[src/rtl/chg_pkg.sv]
package chg_pkg;
	// system clock
	localparam int unsigned CLK_HZ         = 100_000_000;
	// watchdog window: about one second
	localparam int unsigned WDOG_MS        = 1000;
	localparam int unsigned WDOG_CYCLES    = CLK_HZ / 1000 * WDOG_MS;
	// low-current modulator step: about 40 ms per bit
	localparam int unsigned LC_STEP_MS     = 40;
	localparam int unsigned LC_STEP_CYCLES = CLK_HZ / 1000 * LC_STEP_MS;
	// normal modulator step period
	localparam int unsigned NORM_STEP_NS   = 10;
	localparam int unsigned NORM_STEP_CYC  = (CLK_HZ / 1_000_000 * NORM_STEP_NS + 999) / 1000;
	// host keepalive rewrite period, well inside the watchdog window
	localparam int unsigned KEEP_MS        = 500;
	localparam int unsigned KEEP_CYCLES    = CLK_HZ / 1000 * KEEP_MS;
	// half period of the serial clock in system clocks
	localparam int unsigned SPI_HALF       = 50;
	// modulator full-scale count and fast duty phases
	localparam logic [10:0] FULL_SCALE     = 11'h3FF;
	localparam int unsigned PWM_PHASES     = 8;
	// serial frame: 3 address bits then 11 data bits, msb first
	localparam int unsigned FRAME_BITS     = 14;
	localparam int unsigned DATA_BITS      = 11;
	localparam logic [2:0]  ADDR_CURRENT   = 3'h6;
	localparam logic [2:0]  ADDR_CHARGER   = 3'h7;
	// current register fields
	localparam int unsigned LCM_POS        = 10;
	localparam int unsigned CODE_MSB       = 9;
	// charger register fields
	localparam int unsigned SEL1_POS       = 0;
	localparam int unsigned SEL2_POS       = 1;
	// reset values
	localparam logic [10:0] CURRENT_RST    = 11'h000;
	localparam logic [1:0]  SELECT_RST     = 2'h0;
	// host register offsets (byte addresses)
	localparam logic [3:0]  OFF_CURRENT    = 4'h0;
	localparam logic [3:0]  OFF_SELECT     = 4'h4;
	localparam logic [3:0]  OFF_STATUS     = 4'h8;
	localparam logic [1:0]  RESP_OKAY      = 2'h0;
	localparam logic [1:0]  RESP_SLVERR    = 2'h2;
	// serial master states
	typedef enum logic [1:0] {
		SPI_IDLE = 2'b00,
		SPI_LOW  = 2'b01,
		SPI_HIGH = 2'b10,
		SPI_GAP  = 2'b11
	} spi_state_t;
endpackage

[src/rtl/charger_link.sv]
`timescale 1ns/1ps
// serial write-only link from host to charger
interface charger_link;
	logic sclk;   // serial clock, idle low
	logic cs_n;   // frame select, active low
	logic mosi;   // data, msb first, sampled on sclk rise
	modport host   (output sclk, output cs_n, output mosi);
	modport device (input sclk, input cs_n, input mosi);
endinterface

[src/rtl/charge_current_dac_watchdog.sv]
// The AXI4-Lite interface to the registers was chosen for this implementation.
`timescale 1ns/1ps
// Behaviour
// - switch density equals code over 1023
// - low-current mode gates output at 1/8 duty
// - modulator bit gates the 1/8 duty signal
// - low-current modulator steps every 40 ms
// - low-current mode: both selected, first only
// - charging starts when a select bit set
// - watchdog restarted per charger write, expiry stops
// - host rewrites charger register within one second
// - dual charging takes feedback from second battery
// - low-current mode ignores minimum battery voltage
// - host uses low-current mode for depleted battery
// - host first selects lowest termination battery
// - host then switches to dual without stopping
// - dual: only batteries above minimum charge
// - dual: lower battery charges until voltages equal
module charge_current_dac_watchdog #(
	parameter int unsigned WDOG_LIMIT = chg_pkg::WDOG_CYCLES,    // watchdog terminal count
	parameter int unsigned LC_STEP    = chg_pkg::LC_STEP_CYCLES, // low-current step period
	parameter int unsigned NORM_STEP  = chg_pkg::NORM_STEP_CYC   // normal step period
) (
	input  wire logic  clk,
	input  wire logic  rst,
	charger_link.device link,
	input  wire logic  first_battery_above_min,
	input  wire logic  second_battery_above_min,
	input  wire logic  first_battery_lower,
	input  wire logic  second_battery_lower,
	output logic       current_switch,
	output logic       first_battery_charge_en,
	output logic       second_battery_charge_en,
	output logic       feedback_from_second,
	output logic       charging,
	output logic       low_current_active
);
	import chg_pkg::*;

	localparam int unsigned NPIN    = 7;
	localparam logic [6:0]  PIN_RST = 7'h02; // select idles high

	logic [NPIN-1:0] raw;   // asynchronous inputs
	logic [NPIN-1:0] s1;    // first stage, read only by s2
	logic [NPIN-1:0] s2;    // second stage
	logic [NPIN-1:0] s3;    // third stage
	logic [NPIN-1:0] pin;   // debounced value
	logic [NPIN-1:0] next_pin;

	assign raw = {second_battery_lower, first_battery_lower, second_battery_above_min,
		first_battery_above_min, link.mosi, link.cs_n, link.sclk};

	// per input: accept a change only when stages two and three agree
	genvar gi;
	generate
		for (gi = 0; gi < NPIN; gi++) begin : g_sync
			assign next_pin[gi] = (s2[gi] == s3[gi]) ? s3[gi] : pin[gi];
		end
	endgenerate

	// three-stage synchronisers and settled copies
	always_ff @(posedge clk) begin
		if (rst) begin
			s1  <= PIN_RST;
			s2  <= PIN_RST;
			s3  <= PIN_RST;
			pin <= PIN_RST;
		end else begin
			s1  <= raw;
			s2  <= s1;
			s3  <= s2;
			pin <= next_pin;
		end
	end

	// serial receiver state
	logic                  sclk_q;      // previous settled serial clock
	logic                  cs_q;        // previous settled select
	logic [FRAME_BITS-1:0] shift;       // incoming frame
	logic [4:0]            nbits;       // bits taken this frame
	logic [DATA_BITS-1:0]  current_dac; // low-current bit plus code
	logic [1:0]            selects;     // battery select bits
	logic [31:0]           wdog;        // watchdog count
	logic                  chg_ok;      // charger register still fresh
	logic                  next_sclk_q, next_cs_q, next_chg_ok;
	logic [FRAME_BITS-1:0] next_shift;
	logic [4:0]            next_nbits;
	logic [DATA_BITS-1:0]  next_current_dac;
	logic [1:0]            next_selects;
	logic [31:0]           next_wdog;
	logic                  frame_done;  // select rose after a full frame
	logic                  chg_write;   // charger register written

	// frame capture, register writes and watchdog
	always_comb begin
		next_sclk_q      = pin[0];
		next_cs_q        = pin[1];
		next_shift       = shift;
		next_nbits       = nbits;
		next_current_dac = current_dac;
		next_selects     = selects;
		next_wdog        = wdog;
		next_chg_ok      = chg_ok;
		frame_done       = pin[1] && !cs_q && (nbits == 5'(FRAME_BITS));
		chg_write        = frame_done && (shift[FRAME_BITS-1 -: 3] == ADDR_CHARGER);
		if (pin[1]) begin
			next_nbits = 5'h00; // deselected: next frame starts fresh
		end else if (pin[0] && !sclk_q && nbits != 5'h1F) begin
			next_shift = {shift[FRAME_BITS-2:0], pin[2]};
			next_nbits = nbits + 5'h01;
		end
		if (frame_done && shift[FRAME_BITS-1 -: 3] == ADDR_CURRENT) begin
			next_current_dac = shift[DATA_BITS-1:0];
		end
		if (chg_write) begin
			next_selects = {shift[SEL2_POS], shift[SEL1_POS]};
			next_wdog    = 32'h0;
			next_chg_ok  = |{shift[SEL2_POS], shift[SEL1_POS]};
		end else if (chg_ok) begin
			if (wdog == 32'(WDOG_LIMIT - 1)) begin
				next_chg_ok = 1'b0;                         // expiry stops charging
			end else begin
				next_wdog = wdog + 32'h1;
			end
		end
	end

	always_ff @(posedge clk) begin
		if (rst) begin
			sclk_q      <= 1'b0;
			cs_q        <= 1'b1;
			shift       <= '0;
			nbits       <= 5'h00;
			current_dac <= CURRENT_RST;
			selects     <= SELECT_RST;
			wdog        <= 32'h0;
			chg_ok      <= 1'b0;
		end else begin
			sclk_q      <= next_sclk_q;
			cs_q        <= next_cs_q;
			shift       <= next_shift;
			nbits       <= next_nbits;
			current_dac <= next_current_dac;
			selects     <= next_selects;
			wdog        <= next_wdog;
			chg_ok      <= next_chg_ok;
		end
	end

	// modulator state
	logic        low;           // low-current mode selected
	logic [31:0] step_cnt;      // step divider
	logic [9:0]  acc;           // accumulator, always below full scale
	logic        ds_bit;        // modulator output bit
	logic [2:0]  phase;         // fast 1/8 duty phase
	logic [31:0] next_step_cnt;
	logic [9:0]  next_acc;
	logic        next_ds_bit;
	logic [2:0]  next_phase;
	logic        step;          // one-cycle step enable
	logic [10:0] sum;

	assign low = current_dac[LCM_POS];

	// step divider, accumulator and duty phase
	always_comb begin
		next_step_cnt = step_cnt + 32'h1;
		next_acc      = acc;
		next_ds_bit   = ds_bit;
		next_phase    = phase + 3'h1;
		step          = step_cnt >= 32'(low ? LC_STEP - 1 : NORM_STEP - 1);
		sum           = {1'b0, acc} + {1'b0, current_dac[CODE_MSB:0]};
		if (step) begin
			next_step_cnt = 32'h0;
			// modulo-1023 accumulation gives exactly code/1023 density
			if (sum >= FULL_SCALE) begin
				next_acc    = 10'(sum - FULL_SCALE);
				next_ds_bit = 1'b1;
			end else begin
				next_acc    = sum[9:0];
				next_ds_bit = 1'b0;
			end
		end
		if (32'(next_phase) >= PWM_PHASES) begin
			next_phase = 3'h0;
		end
	end

	always_ff @(posedge clk) begin
		if (rst) begin
			step_cnt <= 32'h0;
			acc      <= 10'h000;
			ds_bit   <= 1'b0;
			phase    <= 3'h0;
		end else begin
			step_cnt <= next_step_cnt;
			acc      <= next_acc;
			ds_bit   <= next_ds_bit;
			phase    <= next_phase;
		end
	end

	// output selection
	logic [1:0] sel;        // selects still under watchdog
	logic       en1, en2;   // path enables before equalising
	logic       next_sw, next_en1, next_en2, next_fb;

	always_comb begin
		sel = selects & {2{chg_ok}};
		// low mode waives the minimum voltage, and forbids dual
		en1 = sel[0] && (low || pin[3]);
		en2 = sel[1] && (low ? !sel[0] : pin[4]);
		next_en1 = en1;
		next_en2 = en2;
		if (en1 && en2) begin
			// only the lower battery takes charge until they match
			if (pin[5]) begin
				next_en2 = 1'b0;
			end else if (pin[6]) begin
				next_en1 = 1'b0;
			end
		end
		next_fb = sel[0] && sel[1] && !low;
		if (!(en1 || en2)) begin
			next_sw = 1'b0;
		end else if (low) begin
			next_sw = ds_bit && (phase == 3'h0);
		end else begin
			next_sw = ds_bit;
		end
	end

	always_ff @(posedge clk) begin
		if (rst) begin
			current_switch           <= 1'b0;
			first_battery_charge_en  <= 1'b0;
			second_battery_charge_en <= 1'b0;
			feedback_from_second     <= 1'b0;
			charging                 <= 1'b0;
			low_current_active       <= 1'b0;
		end else begin
			current_switch           <= next_sw;
			first_battery_charge_en  <= next_en1;
			second_battery_charge_en <= next_en2;
			feedback_from_second     <= next_fb;
			charging                 <= next_en1 || next_en2;
			low_current_active       <= low;
		end
	end
endmodule

[src/flat_wrapper.sv]
// flat-port wrapper written by rule: the top's interface ports become plain ports
module charge_current_dac_watchdog_flat import chg_pkg::*;
#(
	parameter int unsigned WDOG_LIMIT = chg_pkg::WDOG_CYCLES,                              
	parameter int unsigned LC_STEP    = chg_pkg::LC_STEP_CYCLES,                           
	parameter int unsigned NORM_STEP  = chg_pkg::NORM_STEP_CYC                        
)
  (clk, rst, first_battery_above_min, second_battery_above_min, first_battery_lower, second_battery_lower, current_switch, first_battery_charge_en, second_battery_charge_en, feedback_from_second, charging, low_current_active, link_sclk, link_cs_n, link_mosi);
  charger_link link_i ();
  input  wire logic clk;
  input  wire logic rst;
  input  wire logic first_battery_above_min;
  input  wire logic second_battery_above_min;
  input  wire logic first_battery_lower;
  input  wire logic second_battery_lower;
  output logic current_switch;
  output logic first_battery_charge_en;
  output logic second_battery_charge_en;
  output logic feedback_from_second;
  output logic charging;
  output logic low_current_active;
  input wire logic [$bits(link_i.sclk)-1:0] link_sclk;
  input wire logic [$bits(link_i.cs_n)-1:0] link_cs_n;
  input wire logic [$bits(link_i.mosi)-1:0] link_mosi;
  assign link_i.sclk = link_sclk;
  assign link_i.cs_n = link_cs_n;
  assign link_i.mosi = link_mosi;
  charge_current_dac_watchdog #(.WDOG_LIMIT(WDOG_LIMIT), .LC_STEP(LC_STEP), .NORM_STEP(NORM_STEP)) u_core (.clk(clk), .rst(rst), .link(link_i), .first_battery_above_min(first_battery_above_min), .second_battery_above_min(second_battery_above_min), .first_battery_lower(first_battery_lower), .second_battery_lower(second_battery_lower), .current_switch(current_switch), .first_battery_charge_en(first_battery_charge_en), .second_battery_charge_en(second_battery_charge_en), .feedback_from_second(feedback_from_second), .charging(charging), .low_current_active(low_current_active));
endmodule
[config.mk]
export PLATFORM = sky130hd
export DESIGN_NAME = charge_current_dac_watchdog_flat
export DESIGN_NICKNAME = d
export VERILOG_FILES = /design/src/rtl/chg_pkg.sv /design/src/rtl/charger_link.sv /design/src/rtl/charge_current_dac_watchdog.sv /design/src/flat_wrapper.sv
export SDC_FILE = /design/constraint.sdc
export NUM_CORES = 1
export LEC_CHECK = 0
export ABC_AREA = 1
export ABC_CLOCK_PERIOD_IN_PS = 2900
export BUFFER_PORTS_ARGS = -buffer_cell sky130_fd_sc_hd__buf_2
export CAP_MARGIN = 5
export CORE_AREA = 2 2 111 113
export CTS_CLUSTER_SIZE = 28
export DETAILED_ROUTE_END_ITERATION = 8
export DIE_AREA = 0 0 113 115
export PLACE_DENSITY = 0.79
export SLEW_MARGIN = 20
export SYNTH_ARGS = -nofsm -noshare
export SYNTH_HDL_FRONTEND = slang
export SYNTH_SLANG_ARGS = --single-unit
export TNS_END_PERCENT = 1
[constraint.sdc]
create_clock -name clk -period 2.9 [get_ports clk]
set_clock_uncertainty 0.05 [all_clocks]
set_input_delay 0.145 -clock clk [delete_from_list [all_inputs] [get_ports clk]]
set_output_delay 0.145 -clock clk [all_outputs]
set_load 0.05 [all_outputs]
== After elaboration in Yosys (flattened, before gate mapping) ==
Cells that the tools add are included.

* Register bits: 147

* Muxes and demuxes: 13
* Eq/ne operators: 12
* Order comparisons: 2
* Bitwise gates (word level): 4
* Add/sub/neg operators: 6
* Reductions and logical operators: 27

{| class="wikitable"
|+ Operators with widths
! kind !! number
|-
| $add 32x1->32 const B || 2
|-
| $eq 32x27->1 const B || 1
|-
| $ge 32x32->1 || 1
|-
| $mux 22 || 1
|-
| $logic_and 1x1->1 || 12
|-
| $add 10x10->11 || 1
|-
| $ge 11x10->1 const B || 1
|-
| $mux 1 || 11
|-
| $mux 10 || 1
|-
| $reduce_or 2->1 || 5
|-
| $sub 10x10->10 const B || 1
|-
| $eq 1x1->1 || 7
|-
| $eq 3x3->1 const B || 2
|-
| $add 5x1->5 const B || 1
|-
| $eq 5x4->1 const B || 1
|-
| $ne 5x5->1 const B || 1
|-
| $logic_not 1->1 || 4
|-
| $reduce_and 2->1 || 2
|-
| $add 3x1->3 const B || 1
|-
| $logic_not 3->1 || 1
|-
| $logic_or 1x1->1 || 3
|-
| $not 1->1 || 3
|-
| $and 2x2->2 || 1
|}

== Logic depth before layout (Yosys ltp) ==
Gate-level depths: netlist (run 1).

* Word-level depth: 7
* Gate-level depth with buffers: 16

== Least setup slack after synthesis (run 1) ==
OpenSTA, ideal clock, no wires.

* Path kind: register -> register
* From: register u_core.acc[0]
* To: register u_core.acc[0]
* Library setup time: 0.113 ns
* Arrival time: 2.193 ns
* Clock period less this slack: 2.357 ns
* Setup slack: 0.543 ns
* Stages on the path, launching flop included: 15
* Path buffers: 0
* Data required time: 2.737 ns
* Path through: dfxtp_1 ha_1 fa_1 ha_1 inv_1 nor2_2 nand3_2 nor2_2 nand3_2 nor2_4 nand2_4 nand3_4 nand2_1 nand3_1 nand2_1

* Longest elaborated chain between the ends: 3

{| class="wikitable"
|+ Ends and longest elaborated chain
! what !! RTL line !! source
|-
| from (decl) || charge_current_dac_watchdog.sv:153 || <nowiki>logic [9:0] acc;</nowiki>
|-
| from (signal assigned) || charge_current_dac_watchdog.sv:197 || <nowiki>acc <= next_acc;</nowiki>
|-
| $add 10x10->11 (*) || charge_current_dac_watchdog.sv:172 || <nowiki>sum = {1'b0, acc} + {1'b0, current_dac[CODE_MSB:0]};</nowiki>
|-
| $sub 10x10->10 or $ge 11x10->1 (tied branches) || charge_current_dac_watchdog.sv:177, charge_current_dac_watchdog.sv:176 ||
|-
| $mux 10 (*) || charge_current_dac_watchdog.sv:176 || <nowiki>if (sum >= FULL_SCALE) begin</nowiki>
|}

Mark *: on every way between the ends. The rest lies on a longest branch, timed or not.
A chain may end at the register's enable or synchronous reset.

== Final worst setup path (run 1) ==
Ends and elaborated chain as after synthesis.

==> results.toml, run 1 <==
[setup_path]
crit_type = "flop to flop"
worstPathArrival_ns = 2.86
cp.required_ns = 3.17
start_kind = "flop"
cp_max_fo = 10
endpoint_kind = "flop"
ff2ff_path_depth = 14

[drt]
wire_per_inst_um = 13.1
routed_wl_mm = 15.6
via_per_inst = 5.29
dr.pass1.iters = 6
initialDrtViolationCount = 409
postRouteAntennaNets = 0
drc_errors = 0
vias = 6307

[synth]
ys_ff_latch = 147
synth-async-reset-ratio_pct = 0
synth_area_um2 = 7310
synth-compound-area-share_pct = 8.69
synth_top_family_by_area = "simple AND/OR/NAND/NOR gates"
netlist_top_cells_area = "dfxtp_1 40%, nand2_1 12%, nor2_1 7.1%, inv_1 5.7%, ha_1 5.5%"
synthAdderAreaFrac_pct = 5.75
synth-xor-area-share_pct = 5.03
yosysSeqAreaShare_pct = 40.2
yosysMostFrequentCell = "nand2_1"
synth-simple-area-share_pct = 32.3
synth_edf_count = 0
synth_cell_type_count = 49
synth.avg_cell_area_um2 = 7.33
synth_mux_area_share_pct = 0
yosysTopAreaCellShare_pct = 40.2
yosysWarnings = 0
syn_inst = 998
synthTopCellsByCount = "228 x nand2_1, 147 x dfxtp_1, 138 x nor2_1"
yosysTopAreaCell = "dfxtp_1"
synth_ff_type = "dfxtp_1"

[placed_design]
pre_cts_slack_ns = 0.350
placement.io_buffers = 14
post-dp-hpwl_mm = 10.7
dp.cells = 1153
gp_congestion = 0.918
placed_area_um2 = 7530

[sta]
hold_viol = 0
max_freq_ghz = 0.386
tightest_slew_ns = 0.695
max_slew_margin_pct = 53.3
rsz0062_at_grt = "no"
setup_viol = 0
worst_slack_ns = 0.311
finalSetupTns_ns = 0
finalMaxSlewViolations = 0
finalCritPeriodShare_pct = 89.3
post-route-min-period_ns = 2.59

[layout]
diodes = 0
drive_gt1_share_pct = 9.76
stdcell_count = 1192
area_growth_pct = 12.3
final_util_pct = 69.5
fin_nets = 1074
fin_area_um2 = 8210

[die]
dieHeight_um = 115
start_util_pct = 61.9
dieArea_um2 = 13000
die_w_um = 113
rows = 40
ios = 15
core_area_um2 = 11800

[clock_network]
cts_tree = "yes"
clk_latency_ns = 0.43
cts-resized-gates = 0
clkSlewWorstSetupHoldPaths_ns = 0.06
h-tree-depth = 4
cts_buffer_depth = 2
cts_buffers = 17
clockRootBuffer = "clkbuf_16"
cts_sinks = 147

[grt]
grtUsageMet1_pct = 33.0
grt_pass1_vias = 5727
grt.total_usage_pct = 24.8
gr-max-usage-layer = "met2"
grt_pass1_wl_mm = 26.4
met3_usage_pct = 6.33
antenna_found_initial = 0
grt_use_met2_pct = 40.6
overflow = 0
grt_max_degree = 32

[power_and_ir_drop]
powerDensity_nw_per_um2 = 534
leakagePower_uw = 0.00351
ir_worst_vdd_mv = 0.584

[hold_path]
worstHoldPathCells = 2
hold_path.class = "primary input to flop"

[status]
status = "complete, no violations"

[flow_run]
cap_violations = 0
metal layers:
layer  vias up  wire [um]
li1       3287          -
met1      2863       7440
met2       140       7250
met3        17        699
met4         0        199
met5         -          0
report_power, final:
part / total [uW] / switching [uW] / internal, uW
Combinational: 71.9 / 45.6 / 26.4
Clock: 2260 / 951 / 1310
Sequential: 2050 / 10.0 / 2040
Total: 4390 / 1010 / 3380
repair_timing:
| action | in CTS | in global routing |
|---|---|---|
| hold buffers | 7 | 0 |
| setup buffers | 0 | 0 |
| endpoints found under the setup margin | 0 | 0 |
| hold endpoints to repair | 7 | 0 |
worst paths after layout:
check                  endpoint     startpoint  slack (ns)
setup / recovery  u_core.acc[0]  u_core.acc[0]        0.31
hold / removal     u_core.s3[2]            rst        0.13
setup reg to reg  u_core.acc[0]  u_core.acc[0]        0.31
hold reg to reg    u_core.s2[4]   u_core.s1[4]        0.35
layout by cell type, fill, tap and decap left out, types with 3 or more instances in the layout:
master	count
nor3_2	6
or2_2	5
buf_4	8
inv_2	3
clkinv_4	3
nand2_1	228
inv_1	112
ha_1	32
nor3_1	24
inv_8	6
nand2_4	3
nor2_4	4
inv_6	3
nor2_2	4
nor2_1	138
nand3_2	8
buf_2	14
clkbuf_16	17
xor2_1	32
nand2_2	9
o21ai_0	40
nor4_1	16
nand3_1	30
dfxtp_1	147
dlygate4sd3_1	7
nor3b_1	3
a21oi_1	66
xnor2_1	10
conb_1	9
nand4_1	29
metrics by stage:
step	hold WS, ns	total power [uW]
floorplan	0.179	2140
global placement	0.280	2150
detailed placement	0.286	2160
CTS	0.130	4400
global route	0.164	4510
finish	0.135	4390
critical path, stage by stage, from the launching register on:
cell and delay [ns]:
dfxtp_1 0.31, ha_1 0.26, fa_1 0.61, ha_1 0.16, inv_1 0.07, nor2_2 0.11
nand3_2 0.10, nor2_2 0.12, nand3_2 0.09, nor2_4 0.13, nand2_4 0.11, nand3_4 0.14
nand2_1 0.08, nand3_1 0.08, nand2_1 0.05
layout make-up:
class,count,area (um^2)
clock buffer,17,425
clock inverter,15,188
fill,954,3600
inverter,117,453
multi-input combinational,720,3820
sequential,147,2940
tap,147,184
timing repair buffer,29,200
registers in the layout, indices dropped and copies added (netlist names), 10 cells and up:
name,count
u_core.current_dac,11
u_core.step_cnt,32
u_core.wdog,32
u_core.shift,14
u_core.acc,10
logic make-up after synthesis:
| group | after synthesis |
|---|---|
| and+or+nand+nor | 516 |
| DFF | 147 |
| buffers and inverters | 139 |
| AOI/OAI and AO/OA | 120 |
| xor gates and xnor gates | 42 |
| adders and majority gates | 33 |
| other | 1 |
Power figures use the tool's default switching activity.
==> inputs of run 2 (changes only) <==
--- a/config.mk
+++ b/config.mk
@@ -9,11 +9,12 @@
 export ABC_CLOCK_PERIOD_IN_PS = 2900
 export BUFFER_PORTS_ARGS = -buffer_cell sky130_fd_sc_hd__buf_2
 export CAP_MARGIN = 5
-export CORE_AREA = 2 2 111 113
+export CORE_AREA = 2 2 119 121
 export CTS_CLUSTER_SIZE = 28
 export DETAILED_ROUTE_END_ITERATION = 8
-export DIE_AREA = 0 0 113 115
-export PLACE_DENSITY = 0.79
+export DIE_AREA = 0 0 121 123
+export MAX_ROUTING_LAYER = met4
+export PLACE_DENSITY = 0.7
 export SLEW_MARGIN = 20
 export SYNTH_ARGS = -nofsm -noshare
 export SYNTH_HDL_FRONTEND = slang
==> run 2 against run 1 <==
Power fell by 2.2%. Final area up 0.52%. Utilization shrank 8.9 points. Sequential power barely moved. Wire length fell by 2.7%. Non-clock buffer count up 2. First-iteration DRC count decreased by 10%. Combinational power is 2% higher. Critical path depth fell by 3. Register-to-register slack improved by 0.02 ns. Fmax rose by 0.64%. Largest cell class unchanged. Largest power group unchanged.
==> results.toml, run 2 (synthesis results as in run 1) <==
[drt]
postRouteAntennaNets = 0
initialDrtViolationCount = 367
wire_per_inst_um = 12.4
dr.pass1.iters = 4
via_per_inst = 5.07
drc_errors = 0
routed_wl_mm = 15.2
vias = 6225

[setup_path]
rrSetupSlack_ns = 0.33
crit_type = "flop to flop"
cp.required_ns = 3.17
critical_path.max_stage_delay_ns = 0.45
crit_buf_inv = 4
rr_startpoint = "u_core.current_dac[10]"
path_cells = "clkinvlp_4, buf_12, ha_1, nand2_1, inv_1, o21ai_0, a21boi_0, nor4_2, nand4_1, buf_4, nor3b_1"
worstReg2RegEnd = "u_core.step_cnt[19]"
ff2ff_path_depth = 11
cp_max_fo = 16
endpoint_kind = "flop"
worstPathArrival_ns = 2.85
start_kind = "flop"
cp_slowest_cell = "dfxtp_1"
crit_family = "simple AND/OR/NAND/NOR gates"

[flow_run]
cap_violations = 0

[placed_design]
placement.io_buffers = 14
placed_area_um2 = 7580
gp_congestion = 0.942
dp.cells = 1187
post-dp-hpwl_mm = 10.9

[sta]
setup_viol = 0
finalSetupTns_ns = 0
rsz0062_at_grt = "no"
finalMaxSlewViolations = 0
hold_viol = 0
hold-worst-slack_ns = 0.159
finalCritPeriodShare_pct = 88.7
max_slew_margin_pct = 56.7
tightest_slew_ns = 0.644
max_freq_ghz = 0.389
post-route-min-period_ns = 2.57

[grt]
grt.total_usage_pct = 22.3
grt_pass1_wl_mm = 26.0
grt_max_degree = 31
antenna_found_initial = 0
grt_pass1_vias = 5860
overflow = 0

[die]
dieArea_um2 = 14900
dieHeight_um = 123
start_util_pct = 53.7
die_w_um = 121
core_area_um2 = 13600
rows = 43
ios = 15

[layout]
area_growth_pct = 12.9
fin_nets = 1076
final_cell_mix = "228 x nand2_1, 147 x dfxtp_1, 138 x nor2_1"
reg_top3 = "u_core.step_cnt x32, u_core.wdog x32, u_core.shift x14"
stdcell_count = 1227
diodes = 0
final_common_cell = "nand2_1"
drive_gt1_share_pct = 9.93
fin_area_um2 = 8260

[hold_path]
worstHoldPathCells = 3
holdPathEnd = "u_core.s3[6]"
hold_path.class = "primary input to flop"
hp-start = "rst"

[clock_network]
clk_latency_ns = 0.43
cts_buffers = 17
clkSlewWorstSetupHoldPaths_ns = 0.06
cts_tree = "yes"
cts_sinks = 147
cts_buffer_depth = 2
clockRootBuffer = "clkbuf_16"
h-tree-depth = 4

[power_and_ir_drop]
leakagePower_uw = 0.00351
ir_worst_vdd_mv = 0.386
report.power.total_uw = 4290
powerDensity_nw_per_um2 = 519

[status]
status = "complete, no violations"
[run 2: changes by cell type in the layout (fill, tap and decap cells not counted), sizes merged]
| cell | change |
|---|---|
| clkinvlp | +2 |
| clkinv | +4 |
| clkbuf | +1 |
| inv | -7 |
| buf | +2 |
[run 2: metal layers]
metal | up-vias | GRT usage (%) | routed length (um)
met5 | - | - | 0
met4 | 0 | 8.58 | 388
met3 | 30 | 5.49 | 422
met2 | 80 | 37.8 | 7440
met1 | 2811 | 25.6 | 6930
li1 | 3304 | - | -
[run 2: worst max path at each step]
stage	startpoint	endpoint	slack [ns]	cells after the start
after global routing	u_core.current_dac[10]	u_core.step_cnt[19]	0.09	11
after floorplan	u_core.acc[0]	u_core.acc[0]	0.54	14
after CTS	u_core.current_dac[10]	u_core.step_cnt[19]	0.25	10
after detailed placement	u_core.current_dac[10]	u_core.step_cnt[19]	0.33	10
final	u_core.current_dac[10]	u_core.step_cnt[19]	0.33	11
after global placement	u_core.current_dac[10]	u_core.step_cnt[19]	0.36	10
[run 2: timing repair]
action | in CTS | in global routing
hold buffers | 7 | 0
setup buffers | 0 | 1
hold endpoints to repair | 7 | 0
gates resized for setup | 0 | 1
setup endpoints to repair | 0 | 1
[run 2: where the power goes]
part / internal (uW) / switching, uW / leakage, uW / total, uW
Sequential: 2040 / 8.32 / 0.00119 / 2050
Clock: 1280 / 890 / 0.000283 / 2170
Combinational: 27.9 / 45.7 / 0.00203 / 73.6
Total: 3340 / 944 / 0.00351 / 4290
[run 2: metrics by stage]
step,setup slack [ns],utilization [%]
2_1_floorplan,0.543,-
3_3_place_gp,0.359,55.7
3_5_place_dp,0.328,55.7
4_1_cts,0.250,60.5
5_1_grt,0.0889,60.7
6_report,0.328,60.7
[run 2: area by class of cell]
class	count	area, um^2
well taps	180	225
repair buffers	31	228
multi-input cells	720	3820
inverters	117	457
clock inverters	14	154
clock buffers	18	429
fillers	1216	5360
flip-flops and latches	147	2940
[run 2: tightest hold or removal path, delay by kind of cell]
kind | cells | cell delay, ns
buffers and inverters | 2 | 0.34
AND/OR/NAND/NOR | 1 | 0.12
==> inputs of run 3 (changes only) <==
==> constraint.sdc (replaced) <==
create_clock -name clk -period 2.9 [get_ports clk]
set_clock_uncertainty 0.05 [all_clocks]
set_input_delay 0.29 -clock clk [delete_from_list [all_inputs] [get_ports clk]]
set_output_delay 0.29 -clock clk [all_outputs]
set_load 0.05 [all_outputs]
==> run 3 against run 2 <==
Power decreased by 0.19%. First-iteration DRC count grew 1.1%. Setup slack lost 0.019 ns. Flip-flop and latch count is the same. Final area fell by 0.73%. Utilization fell by 0.44 points. Hold slack got worse by 0.15 ns. Sequential power about the same. Fmax fell by 0.73%. Combinational power decreased by 9.2%. Global-route usage is 0.17 points lower. Sequential share of layout area up 0.26 points. Largest cell class unchanged.
==> results.toml, run 3 (synthesis results as in run 1) <==
[status]
status = "complete, no violations"

[setup_path]
critical_path.max_stage_delay_ns = 0.45
rrSetupSlack_ns = 0.31
cp_slowest_cell = "dfxtp_1"
ff2ff_path_depth = 11
crit_cells = 11
rr_startpoint = "u_core.current_dac[10]"
worstPathArrival_ns = 2.87
cp.required_ns = 3.17
start_kind = "flop"
crit_buf_inv = 4
crit_path_end = "u_core.step_cnt[19]"
startpoint = "u_core.current_dac[10]"
worstReg2RegEnd = "u_core.step_cnt[19]"
crit_type = "flop to flop"
cp_max_fo = 16
crit_family = "simple AND/OR/NAND/NOR gates"
path_cells = "clkinvlp_4, buf_12, ha_1, nand2_1, inv_1, o21ai_0, a21boi_0, nor4_2, nand4_1, buf_4, nor3b_1"
endpoint_kind = "flop"

[hold_path]
hold_path.class = "primary input to flop"

[grt]
antenna_found_initial = 0
grt.total_usage_pct = 22.1
grt_max_degree = 31
overflow = 0
grt_pass1_wl_mm = 25.8
grt_pass1_vias = 5820

[placed_design]
placed_area_um2 = 7580
pre_cts_slack_ns = 0.328
placement.io_buffers = 14
post-dp-hpwl_mm = 10.9
gp_congestion = 0.942

[flow_run]
cap_violations = 0

[sta]
hold-worst-slack_ns = 0.00678
finalSetupTns_ns = 0
rsz0062_at_grt = "no"
max_slew_margin_pct = 57.2
finalMaxSlewViolations = 0
post-route-min-period_ns = 2.59
tightest_slew_ns = 0.636
setup_viol = 0
finalCritPeriodShare_pct = 89.4
worst_slack_ns = 0.309
max_freq_ghz = 0.386
hold_viol = 0

[layout]
diodes = 0
fin_nets = 1070
final_common_cell = "nand2_1"
fin_area_um2 = 8200
num-fill-cells = 1222
area_growth_pct = 12.1
final_cell_mix = "228 x nand2_1, 147 x dfxtp_1, 138 x nor2_1"
reg_top3 = "u_core.step_cnt x32, u_core.wdog x32, u_core.shift x14"
drive_gt1_share_pct = 9.99

[clock_network]
cts_sinks = 147
cts_buffers = 17
cts_buffer_depth = 2
clk_latency_ns = 0.43
clkSlewWorstSetupHoldPaths_ns = 0.06
h-tree-depth = 4
clockRootBuffer = "clkbuf_16"
cts_tree = "yes"

[power_and_ir_drop]
ir_worst_vdd_mv = 0.389
powerDensity_nw_per_um2 = 522
leakagePower_uw = 0.00348

[drt]
vias = 6192
wire_per_inst_um = 12.3
via_per_inst = 5.07
initialDrtViolationCount = 371
dr.pass1.iters = 4
routed_wl_mm = 15.0
postRouteAntennaNets = 0
drc_errors = 0

[die]
dieHeight_um = 123
die_w_um = 121
rows = 43
start_util_pct = 53.7
dieArea_um2 = 14900
core_area_um2 = 13600
ios = 15
-- run 3: cell count changes in the layout (fill, tap and decap cells not counted) --
cell,delta
dlygate4sd3_1,-6
-- run 3: power by group --
part	internal [uW]	switching [uW]	total (uW)
Clock	1280	889	2160
Combinational	22.6	44.1	66.8
Sequential	2040	8.33	2050
Total	3340	941	4280
-- run 3: per-layer routing --
metal	vias up	GRT usage, %	part of all wire [%]
met4	0	8.28	2.3
li1	3289	-	-
met5	-	-	0
met3	27	5.49	2.8
met2	89	37.4	49
met1	2787	25.5	46
-- run 3: worst min path at each step --
stage | depth (start not counted) | start | end | slack [ns]
5_1_grt | 3 | first_battery_above_min | u_core.s1[3] | 0.0007
4_1_cts | 3 | first_battery_above_min | u_core.s1[3] | 0.0004
2_1_floorplan | 1 | rst | u_core.sclk_q | 0.32
3_5_place_dp | 2 | u_core.s1[3] | u_core.s2[3] | 0.35
3_3_place_gp | 2 | u_core.s1[5] | u_core.s2[5] | 0.34
6_report | 3 | first_battery_above_min | u_core.s1[3] | 0.007
-- run 3: metrics by stage --
| step | cells | util [%] | power [uW] |
|---|---|---|---|
| floorplan | 1006 | - | 2140 |
| global placement | 1187 | 55.7 | 2160 |
| detailed placement | 1187 | 55.7 | 2160 |
| CTS | 1220 | 60.0 | 4310 |
| global route | 1221 | 60.2 | 4420 |
| finish | 1221 | 60.2 | 4280 |
-- run 3: area by class of cell --
cell class                      instances  area [um^2]  area share [%]
Sequential cell                       147         2940            35.9
Timing Repair Buffer                   25          168            2.05
Tap cell                              180          225            2.75
Clock inverter                         14          154            1.88
Clock buffer                           18          429            5.24
Multi-Input combinational cell        720         3820            46.6
Inverter                              117          457            5.57
-- run 3: tightest hold or removal path, cell delays in order --
cell	delay, ns
buf_2	0.07
inv_1	0.03
nor2_1	0.06
-- run 3: repair_timing --
| item | in CTS | in global routing |
|---|---|---|
| endpoints found under the setup margin | 0 | 1 |
| gates resized for setup | 0 | 1 |
| buffers inserted | 0 | 1 |
| hold buffers | 1 | 0 |
| hold endpoints to repair | 1 | 0 |
